## src/tx_desc_map.svh

```systemverilog
/*
 * Constants for the transmit descriptor fetch block: descriptor word
 * layout, register offsets, reset values and frame size figures.
 * Assumes a 32-bit shared memory reached over a simple request/grant port.
 */
// Behaviour
// RL1: Bit 31 of descriptor word 0 says who owns it, 0 for software and 1 for the DMA.
// RL2: Only the owner may write a descriptor; the other party only reads it.
// RL3: A descriptor with the ownership bit at 1 is ready and its frame is sent.
// RL4: When the frame is sent the DMA writes the ownership bit back to 0.
// RL5: Software fills frame and descriptor before it sets the ownership bit to 1.
// RL6: Word 0 bit 2 set makes the DMA raise an interrupt when that frame is done.
// RL7: Word 0 bit 1 set appends a 4-byte CRC to the end of the frame.
// RL8: Word 0 bit 0 set pads a frame shorter than 60 bytes.
// RL9: Word 1 bits 31 to 2 are the word aligned buffer base address.
// RL10: Word 1 bits 1 to 0 are a byte offset added to the base to find the first byte.
// RL11: A descriptor still owned by software is not sent; the DMA polls until released. Here the DMA stops in ST_IDLE until software sets the poll bit.
// RL12: Bits 30 to 3 of word 0 are ignored.
`ifndef TX_DESC_MAP_SVH
`define TX_DESC_MAP_SVH

// ****************************************
// Descriptor layout
// ****************************************
`define W0_OWNER_BIT      31
`define W0_IRQ_EN_BIT     2
`define W0_CRC_EN_BIT     1
`define W0_PAD_EN_BIT     0
`define W1_BASE_MSB       31
`define W1_BASE_LSB       2
`define W1_OFFSET_MSB     1
`define OWNER_DMA         1'b1
`define OWNER_HOST        1'b0
`define MIN_FRAME_BYTES   16'h003c
`define CRC_BYTES         16'h0004

// ****************************************
// Register offsets and reset values
// ****************************************
`define REG_CTRL          4'h0
`define REG_DESC_ADDR     4'h4
`define REG_STATUS        4'h8
`define REG_IRQ_STATUS    4'hc
`define REG_IRQ_MASK      4'h5
`define CTRL_RESET        2'h0
`define IRQ_DONE_BIT      0
`define IRQ_IDLE_BIT      1

`endif

```

## src/tx_desc_pkg.sv

```systemverilog
/*
 * Types for the transmit descriptor fetch block.
 * Assumes tx_desc_map.svh is available for the numeric constants.
 */
`default_nettype none
package tx_desc_pkg;
   typedef enum logic [2:0] {
      ST_IDLE   = 3'b000,
      ST_RD_W0  = 3'b001,
      ST_RD_W1  = 3'b010,
      ST_RD_W2  = 3'b011,
      ST_SEND   = 3'b100,
      ST_WR_W0  = 3'b101,
      ST_NEXT   = 3'b110
   } dstate_t;
endpackage : tx_desc_pkg
`default_nettype wire

```

## src/ethernet_tx_descriptor_fetch.sv

```systemverilog
/*
 * Transmit descriptor walker: reads word 0, word 1 and the link word of
 * each descriptor, hands frame parameters to the transmitter, writes
 * the ownership bit back and raises the frame done interrupt.
 * Also holds the small register set: control, descriptor address,
 * walk state, sticky interrupt status and interrupt mask.
 *
 * Assumes a memory port that answers a request with a one-cycle grant
 * carrying read data, and a transmitter that pulses frame_sent.
 * Assumes descriptors sit on word boundaries and that the register
 * port never raises read and write strobes together.
 */
`include "tx_desc_map.svh"
`default_nettype none
module ethernet_tx_descriptor_fetch (
   // Clock and reset
   input  wire logic                   clk,
   input  wire logic                   reset,
   input  wire logic                   clk_en,
   // Register port
   input  wire logic [3:0]             reg_addr,
   input  wire logic [31:0]            reg_wdata,
   input  wire logic                   reg_wr,
   input  wire logic                   reg_rd,
   output logic      [31:0]            reg_rdata,
   // Memory port
   output logic                        mem_req,
   output logic                        mem_we,
   output logic      [31:0]            mem_addr,
   output logic      [31:0]            mem_wdata,
   input  wire logic                   mem_ack,
   input  wire logic [31:0]            mem_rdata,
   // Transmitter
   output logic                        frame_start,
   output logic      [31:0]            tx_buffer_base,
   output logic      [1:0]             buffer_byte_offset,
   output logic                        checksum_append_enable,
   output logic                        short_frame_fill_enable,
   output logic      [15:0]            min_frame_bytes,
   output logic      [15:0]            crc_bytes,
   input  wire logic                   frame_sent,
   // Interrupt
   output logic                        irq
);
   import tx_desc_pkg::*;

   // ****************************************
   // State
   // ****************************************
   typedef struct packed {
      tx_desc_pkg::dstate_t st;
      logic        enable;
      logic        poll;
      logic [31:0] desc_addr;

      logic [31:0] w0;
      logic [31:0] base;
      logic [1:0]  ofs;
      logic [31:0] link;
      logic        crc_en;
      logic        pad_en;
      logic        irq_en;

      logic [1:0]  irq_status;
      logic [1:0]  irq_mask;
      logic        irq;

      logic [31:0] rdata;

      logic        mem_req;
      logic        mem_we;
      logic [31:0] mem_addr;
      logic [31:0] mem_wdata;
      logic        frame_start;
   } state_t;

   state_t s_r;
   state_t s_nxt;

   // ****************************************
   // Descriptor field decode
   // ****************************************
   logic        seen_owner;
   logic        seen_irq_en;
   logic        seen_crc_en;
   logic        seen_pad_en;
   logic [31:0] seen_base;
   logic [1:0]  seen_ofs;
   logic [31:0] seen_link;

   // Word 0 fields
   assign seen_owner = mem_rdata[`W0_OWNER_BIT]; // [RL1]
   assign seen_irq_en = mem_rdata[`W0_IRQ_EN_BIT]; // [RL6]
   assign seen_crc_en = mem_rdata[`W0_CRC_EN_BIT]; // [RL7]
   assign seen_pad_en = mem_rdata[`W0_PAD_EN_BIT]; // [RL8]
   // Word 1 and link word fields
   assign seen_base = {mem_rdata[`W1_BASE_MSB:`W1_BASE_LSB], 2'b00}; // [RL9]
   assign seen_ofs = mem_rdata[`W1_OFFSET_MSB:0]; // [RL10]
   assign seen_link = {mem_rdata[31:2], 2'b00};

   // ****************************************
   // Interrupt events
   // ****************************************
   logic             at_rd_w0;
   logic             at_wr_w0;
   logic             done_event;
   logic             idle_event;
   logic [1:0]       irq_event;
   logic             irq_clear;
   wire logic [1:0]  irq_status_upd;

   assign at_rd_w0 = (s_r.st == ST_RD_W0);
   assign at_wr_w0 = (s_r.st == ST_WR_W0);
   assign done_event = at_wr_w0 && mem_ack
                       && s_r.irq_en; // [RL6]
   assign idle_event = at_rd_w0 && mem_ack
                       && (seen_owner == `OWNER_HOST); // [RL11]
   assign irq_event = {idle_event, done_event};
   assign irq_clear = reg_rd && (reg_addr == `REG_IRQ_STATUS);

   // Set wins over a clear in the same cycle
   genvar gi;
   generate
      for (gi = 0; gi < 2; gi = gi + 1) begin : g_irq_bit
         assign irq_status_upd[gi] = irq_event[gi] | (s_r.irq_status[gi] & ~irq_clear);
      end
   endgenerate

   always_comb begin
      s_nxt = s_r;
      s_nxt.frame_start = 1'b0;
      s_nxt.rdata = 32'h0000_0000;

      // ****************************************
      // Register reads
      // ****************************************
      if (reg_rd) begin
         case (reg_addr)
            `REG_CTRL: begin
               s_nxt.rdata = {30'h0, s_r.poll, s_r.enable};
            end
            `REG_DESC_ADDR: begin
               s_nxt.rdata = s_r.desc_addr;
            end
            `REG_STATUS: begin
               s_nxt.rdata = {29'h0, s_r.st};
            end
            `REG_IRQ_STATUS: begin
               s_nxt.rdata = {30'h0, s_r.irq_status};
            end
            `REG_IRQ_MASK: begin
               s_nxt.rdata = {30'h0, s_r.irq_mask};
            end
            default: begin
               s_nxt.rdata = 32'h0000_0000;
            end
         endcase
      end

      // ****************************************
      // Register writes
      // ****************************************
      if (reg_wr) begin
         case (reg_addr)
            `REG_CTRL: begin
               s_nxt.enable = reg_wdata[0];
               s_nxt.poll = reg_wdata[1];
            end
            `REG_DESC_ADDR: begin
               s_nxt.desc_addr = {reg_wdata[31:2], 2'b00};
            end
            `REG_IRQ_MASK: begin
               s_nxt.irq_mask = reg_wdata[1:0];
            end
            default: begin
            end
         endcase
      end

      // ****************************************
      // Descriptor walk
      // ****************************************
      case (s_r.st)
         ST_IDLE: begin
            // Fetch starts only on a poll request [RL11]
            if (s_r.enable && s_r.poll) begin
               s_nxt.poll = 1'b0;
               s_nxt.mem_req = 1'b1;
               s_nxt.mem_we = 1'b0;
               s_nxt.mem_addr = s_r.desc_addr;
               s_nxt.st = ST_RD_W0;
            end
         end
         ST_RD_W0: begin
            if (mem_ack) begin
               s_nxt.w0 = mem_rdata;
               if (seen_owner == `OWNER_DMA) begin // [RL1] [RL3]
                  // Only bits 31, 2, 1 and 0 are used [RL12]
                  s_nxt.irq_en = seen_irq_en;
                  s_nxt.crc_en = seen_crc_en;
                  s_nxt.pad_en = seen_pad_en;
                  s_nxt.mem_req = 1'b1;
                  s_nxt.mem_addr = s_r.desc_addr + 32'h0000_0004;
                  s_nxt.st = ST_RD_W1;
               end else begin
                  // Software still owns it: wait for a poll request [RL11]
                  s_nxt.mem_req = 1'b0;
                  s_nxt.st = ST_IDLE;
               end
            end
         end
         ST_RD_W1: begin
            if (mem_ack) begin
               s_nxt.base = seen_base; // [RL9]
               s_nxt.ofs = seen_ofs; // [RL10]
               s_nxt.mem_req = 1'b1;
               s_nxt.mem_addr = s_r.desc_addr + 32'h0000_000c;
               s_nxt.st = ST_RD_W2;
            end
         end
         ST_RD_W2: begin
            if (mem_ack) begin
               // Link word kept apart so word 0 goes back intact
               s_nxt.link = seen_link;
               s_nxt.mem_req = 1'b0;
               s_nxt.frame_start = 1'b1; // [RL3]
               s_nxt.st = ST_SEND;
            end
         end
         ST_SEND: begin
            if (frame_sent) begin
               s_nxt.mem_req = 1'b1;
               s_nxt.mem_we = 1'b1;
               s_nxt.mem_addr = s_r.desc_addr;
               // Only owner bit changes; other word 0 bits kept [RL2] [RL4]
               s_nxt.mem_wdata = {`OWNER_HOST, s_r.w0[30:0]};
               s_nxt.st = ST_WR_W0;
            end
         end
         ST_WR_W0: begin
            if (mem_ack) begin
               s_nxt.mem_req = 1'b0;
               s_nxt.mem_we = 1'b0;
               s_nxt.st = ST_NEXT;
            end
         end
         ST_NEXT: begin
            s_nxt.desc_addr = s_r.link;
            s_nxt.poll = 1'b1;
            s_nxt.st = ST_IDLE;
         end
         default: begin
            s_nxt.st = ST_IDLE;
         end
      endcase

      // ****************************************
      // Interrupt status and line
      // ****************************************
      s_nxt.irq_status = irq_status_upd; // [RL6]
      s_nxt.irq = |(s_nxt.irq_status & s_nxt.irq_mask);
   end

   // ****************************************
   // State register
   // ****************************************

   always_ff @(posedge clk) begin
      if (reset) begin
         s_r <= '0;
      end else if (clk_en) begin
         s_r <= s_nxt;
      end
   end

   // ****************************************
   // Register port outputs
   // ****************************************
   assign reg_rdata = s_r.rdata;

   // ****************************************
   // Memory port outputs
   // ****************************************
   assign mem_req = s_r.mem_req;
   assign mem_we = s_r.mem_we;
   assign mem_addr = s_r.mem_addr;
   assign mem_wdata = s_r.mem_wdata;

   // ****************************************
   // Transmitter outputs
   // ****************************************
   assign frame_start = s_r.frame_start;
   assign tx_buffer_base = s_r.base;
   assign buffer_byte_offset = s_r.ofs;
   assign checksum_append_enable = s_r.crc_en; // [RL7]
   assign short_frame_fill_enable = s_r.pad_en; // [RL8]
   assign min_frame_bytes = `MIN_FRAME_BYTES; // [RL8]
   assign crc_bytes = `CRC_BYTES; // [RL7]

   // ****************************************
   // Interrupt output
   // ****************************************
   assign irq = s_r.irq;
endmodule : ethernet_tx_descriptor_fetch
`default_nettype wire

```

## config.mk

```make
export PLATFORM = sky130hd
export DESIGN_NAME = ethernet_tx_descriptor_fetch
export DESIGN_NICKNAME = d
export VERILOG_FILES = /design/src/tx_desc_pkg.sv /design/src/ethernet_tx_descriptor_fetch.sv
export VERILOG_INCLUDE_DIRS = /design/src
export SDC_FILE = /design/constraint.sdc
export NUM_CORES = 1
export LEC_CHECK = 0
export CAP_MARGIN = 20
export CORE_MARGIN = 1.5
export CORE_UTILIZATION = 60
export DETAILED_ROUTE_END_ITERATION = 10
export DONT_BUFFER_PORTS = 1
export PLACE_DENSITY = 0.76
export SYNTH_ARGS = -nofsm -noshare
export SYNTH_HDL_FRONTEND = slang
export SYNTH_SLANG_ARGS = --single-unit
```

## constraint.sdc

```tcl
create_clock -name clk -period 9.1 [get_ports clk]
set_clock_uncertainty 0.15 [all_clocks]
set_input_delay 0.91 -clock clk [delete_from_list [all_inputs] [get_ports clk]]
set_output_delay 0.91 -clock clk [all_outputs]
set_load 0.05 [all_outputs]
```

## Yosys cells after proc, flatten, opt, wreduce, memory -nomap -nowiden

Index checks and enable logic that the tools add are counted.

- Div/mod/pow operators: 0
- Multiply operators: 0
- Shift operators: 0
- Equality and inequality tests: 17
- Multiplexer cells: 33
- Magnitude comparators: 0
- $add $sub $neg: 2
- Reductions and logical operators: 25
- Bitwise operators: 7

Operators by type and width:

| cell | count |
|---|---|
| 32-bit 2-to-1 mux | 6 |
| 32-bit one-hot mux with 5 select lines | 1 |
| 32-bit one-hot mux with 4 select lines | 1 |
| 66-bit 2-to-1 mux | 1 |
| 34-bit 2-to-1 mux | 1 |
| 33-bit 2-to-1 mux | 1 |
| 32-bit by 3-bit adder with 32-bit output, second input constant | 1 |
| 32-bit by 4-bit adder with 32-bit output, second input constant | 1 |
| 3-bit 2-to-1 mux | 6 |
| 3-bit one-hot mux with 6 select lines | 1 |
| 3-bit AND reduction | 6 |
| 2-bit inequality test, second input constant | 7 |
| 7-bit AND reduction | 2 |
| 3-bit equality test, second input constant | 3 |
| 4-bit by 3-bit equality test with 1-bit output, second input constant | 2 |
| 4-bit equality test, second input constant | 2 |
| 1-bit 2-to-1 mux | 8 |
| 2-bit 2-to-1 mux | 4 |
| 8-bit AND reduction | 1 |
| 3-bit by 2-bit equality test with 1-bit output, second input constant | 2 |
| 1-bit logical AND | 6 |
| 1-bit one-hot mux with 6 select lines | 1 |
| 6-bit nonzero test | 1 |
| 5-bit AND reduction | 1 |
| other kinds (14) | 18 |

- Word-level logic and storage cells: 104
- Bits of input ports: 75
- Latch bits: 0
- Register bits after elaboration: 236
- Output and inout port bits: 168
- Memory bits (read-only): 0
- RAM bits: 0
- Memories: 0

## Logic depth before layout (Yosys ltp)

- Depth after elaboration: 7
- Depth in mapped cells: 10
- Depth with buffers taken out: 9

## Least setup slack after synthesis

No wires, ideal clock.

- Path kind: reg2reg
- Start point: reg s_r[240] in the netlist's numbering
- End point: reg s_r (netlist bit mem_addr[26])
- Path buffers: 2
- Slack: 6.105 ns
- Arrival time: 2.754 ns
- Data required time: 8.859 ns
- Stages on the path, launching flop included: 11
- Clock period less this slack: 2.995 ns
- Setup time: 0.091 ns
- Cell sequence: dfxtp_1 -> buf_4 -> clkbuf_1 -> and2_1 -> inv_1 -> fa_1 -> nand3b_1 -> nor2_1 -> nand3_1 -> or4_1 -> a311oi_1

- Word-level cells in the longest chain between the ends: 3
- Elaborated cells on any way between the ends: 12
- Those cells by class: 8 x eq/ne; 1 x mux; 3 x reduce/logical

RTL lines:

| item | RTL line | source |
|---|---|---|
| start, declared | ethernet_tx_descriptor_fetch.sv:77 | `state_t s_r;` |
| start signal, assigned | ethernet_tx_descriptor_fetch.sv:272 | `s_r <= s_nxt;` |
| 3-bit by 1-bit equality test with 1-bit output (tied with other cells) | ethernet_tx_descriptor_fetch.sv:183 | `case (s_r.st)` |
| 4-bit nonzero test (no line) or 2-bit inequality test (tied branches) | -- |  |
| 7-bit AND reduction (no line) | -- |  |

Several ways; a longest one is shown, not always the timed one.
A chain may end at the register's enable or synchronous reset.

## Worst setup path after layout

- Start point: reg s_r[241] in the netlist's numbering
- End point: reg s_r (netlist bit mem_addr[26])

Same word-level chain as after synthesis.

==> impl_metrics.ini <==
[outcome]
outcome = finished clean

[power_and_ir_drop]
peakVddDrop_uv = 133
finalPower_mw = 2.14
p_leak_nw = 3.51
power_density_nw_per_um2 = 200

[floorplan]
fp.dieW_um = 138
fp.dieArea_sq_um = 19000
rows = 49
start_util = 0.608
ioPinCount = 243
dieHeight_um = 138
coreArea_sq_um = 17900

[logic_synthesis]
synth-seq-cells = 233
syn_inst = 1399
ys_warn_count = 0
synthArstFlopShare = 0
ys_seq_area_frac = 0.429
yosysUniqueCellTypes = 64
avgSynthCellArea_sq_um = 7.78
syn-cell-area_sq_um = 10900
synth-edff-count = 0
synth_ff_type = dfxtp_1

[sta]
setup_viol = 0
setup_ws_ps = 5560
hold_viol_final = 0
fin_setup_tns_ps = 0
period_needed_ps = 3540
final_max_slew_viol_count = 0
worst_pin_slew_ps = 1080
slew_headroom = 0.280
final.period_utilization = 0.389
rsz0062_at_grt = no
max_freq_ghz = 0.283

[finish]
design_area_sq_um = 10700
drive_gt1_frac = 0.0580
syn2layout_area_growth_pct = -1.78
diodes = 0
final_nets = 1285

[routing]
ant_nets = 0
drc = 0
first_iter_violations = 692
routed_via_density = 5.93
wl_per_cell_um = 18.3
drt_first_pass_iters = 5
vias = 8616
finalWirelength_mm = 26.6

[run]
cap_violations = 0

[worst_setup_path]
path_common_cell = nor2_1
r2r_end = mem_addr[26]$_SDFFE_PP0P_
cp.required_ps = 9370
cp_top_family = simple AND/OR/NAND/NOR gates
arrival_ps = 3810
reg2reg_depth = 9
endpoint_kind = flop
cp-start-kind = flop
critPathMaxFanout = 19
startpoint = s_r[241]$_SDFFE_PP0P_
cpMaxStageDelayCell = nor2_1
path_cells = nor2_1 -> and2_1 -> inv_1 -> fa_1 -> nand3b_1 -> nor2_1 -> nand3_1 -> or4_1 -> a311oi_1
r2r-start = s_r[241]$_SDFFE_PP0P_
cp_num_buf_inv = 1
regToRegSetupSlack_ps = 5560
cp_slowest_stage_delay_ps = 630
critPathKind = reg2reg

[grt]
antenna_found_initial = 1
overflow = 0
grtUsageMet2 = 0.429
grt_pass1_vias = 7800
met1_usage = 0.360
grt_usage = 0.272
grt_max_degree = 212
grt.met3_usage = 0.0659
grt_pass1_wl_mm = 41.0
busiest_layer = met2

[worst_hold_path]
holdPathEnd = mem_wdata[1]$_SDFFE_PP0P_
min_path_cells = 2
hp-class = reg2reg
hold_path.startpoint = s_r[174]$_SDFFE_PP0P_

[clock_tree]
clock_latency_ps = 510
clk_pin_slew_ps = 60
clockBufferDepth = 3
postCtsResizedCells = 0
htreeDepth = 1
cts.sinks = 233
cts_buffers = 24
postCtsHoldBufs = 0
cts_setup_buffers = 0
cts-root-buf = clkbuf_16
cts_tree = yes

[placed_design]
place_congestion = 0.865
placed_cell_area_sq_um = 9820
portBuffers = 0
hpwl_mm = 17.4
pre_cts_ws_ps = 5650
[state kept, by name, indices dropped and copies added, names as in the netlist]
name / cells
s_r: 101
reg_rdata: 32
mem_addr: 31
mem_wdata: 31
tx_buffer_base: 30
buffer_byte_offset: 2
checksum_append_enable: 1
frame_start: 1
irq: 1
mem_req: 1
mem_we: 1
short_frame_fill_enable: 1
[placed cells by master, fill, tap and decap left out, types with 5 or more instances in the layout]
master / count
conb_1: 35
inv_1: 7
a211oi_1: 7
nand4_1: 10
nor2b_1: 34
dfxtp_1: 233
a311oi_1: 34
buf_4: 11
nor3_1: 11
or4_1: 6
or3_1: 6
o21ai_0: 34
nand3_1: 47
nand2_1: 307
o21ai_1: 6
mux2i_1: 10
nor2_1: 92
a31oi_1: 17
clkbuf_16: 25
clkbuf_8: 6
and3_1: 9
a21oi_1: 184
and4_1: 5
[logic make-up after synthesis]
family,share of synthesized area
xor+xnor,0.00552
compound gates,0.168
other cells,0.000690
simple gates,0.229
mux,0.0133
fa+ha+maj,0.00299
buf+inv,0.152
flops,0.429
[layer usage]
metal / up-vias / part of all wire
li1: 4170 / -
met1: 3940 / 0.41
met2: 433 / 0.45
met3: 71 / 0.10
met4: 2 / 0.031
met5: - / 0.00064
[worst max path at each step]
stage / endpoint / cells past startpoint
after floorplan: mem_addr[26]$_SDFFE_PP0P_ / 10
after global placement: mem_addr[26]$_SDFFE_PP0P_ / 9
after detailed placement: mem_addr[26]$_SDFFE_PP0P_ / 9
after CTS: mem_addr[26]$_SDFFE_PP0P_ / 9
after global routing: mem_addr[26]$_SDFFE_PP0P_ / 9
final: mem_addr[26]$_SDFFE_PP0P_ / 9
[through the flow]
step,utilization,instances,hold WS (ps)
2_1_floorplan,-,1432,282
3_3_place_gp,0.547,1408,284
3_5_place_dp,0.548,1410,291
4_1_cts,0.597,1452,300
5_1_grt,0.597,1453,302
6_report,0.597,1453,298
[report_power, final]
| part | switching [mW] | internal, mW |
|---|---|---|
| logic | 0.0420 | 0.00923 |
| clock network | 0.399 | 0.662 |
| registers | 0.00619 | 1.02 |
| total | 0.447 | 1.69 |
[layout make-up]
cell class                 instances  area, sq um
timing repair buffer              14          116
inverter                           8         30.0
clock buffer                      33          716
fill                            1623         7210
tap                              229          287
clock inverter                     9          151
multi-input combinational        927         4730
sequential                       233         4660
[tightest hold or removal path, stage by stage, from the launching register on]
cell     delay [ps]
dfxtp_1         310
nand2_1          50
a21oi_1          50
[Yosys cell counts, types with 6 or more instances]
master | number | share of area
o21ai_0 | 34 | 0.016
a31oi_1 | 17 | 0.0098
mux2i_1 | 10 | 0.0092
o21ai_1 | 6 | 0.0028
nor3_1 | 11 | 0.0051
nor2_1 | 94 | 0.032
a21oi_1 | 185 | 0.085
buf_4 | 164 | 0.11
buf_2 | 9 | 0.0041
a311oi_1 | 34 | 0.027
nand2_1 | 307 | 0.11
nor2b_1 | 34 | 0.020
nand3_1 | 47 | 0.022
clkbuf_1 | 85 | 0.029
or3_1 | 6 | 0.0034
dfxtp_1 | 233 | 0.43
nand4_1 | 10 | 0.0057
inv_1 | 7 | 0.0024
and3_1 | 9 | 0.0052
or4_1 | 6 | 0.0041
a211oi_1 | 7 | 0.0048
Power figures use the tool's default switching activity.
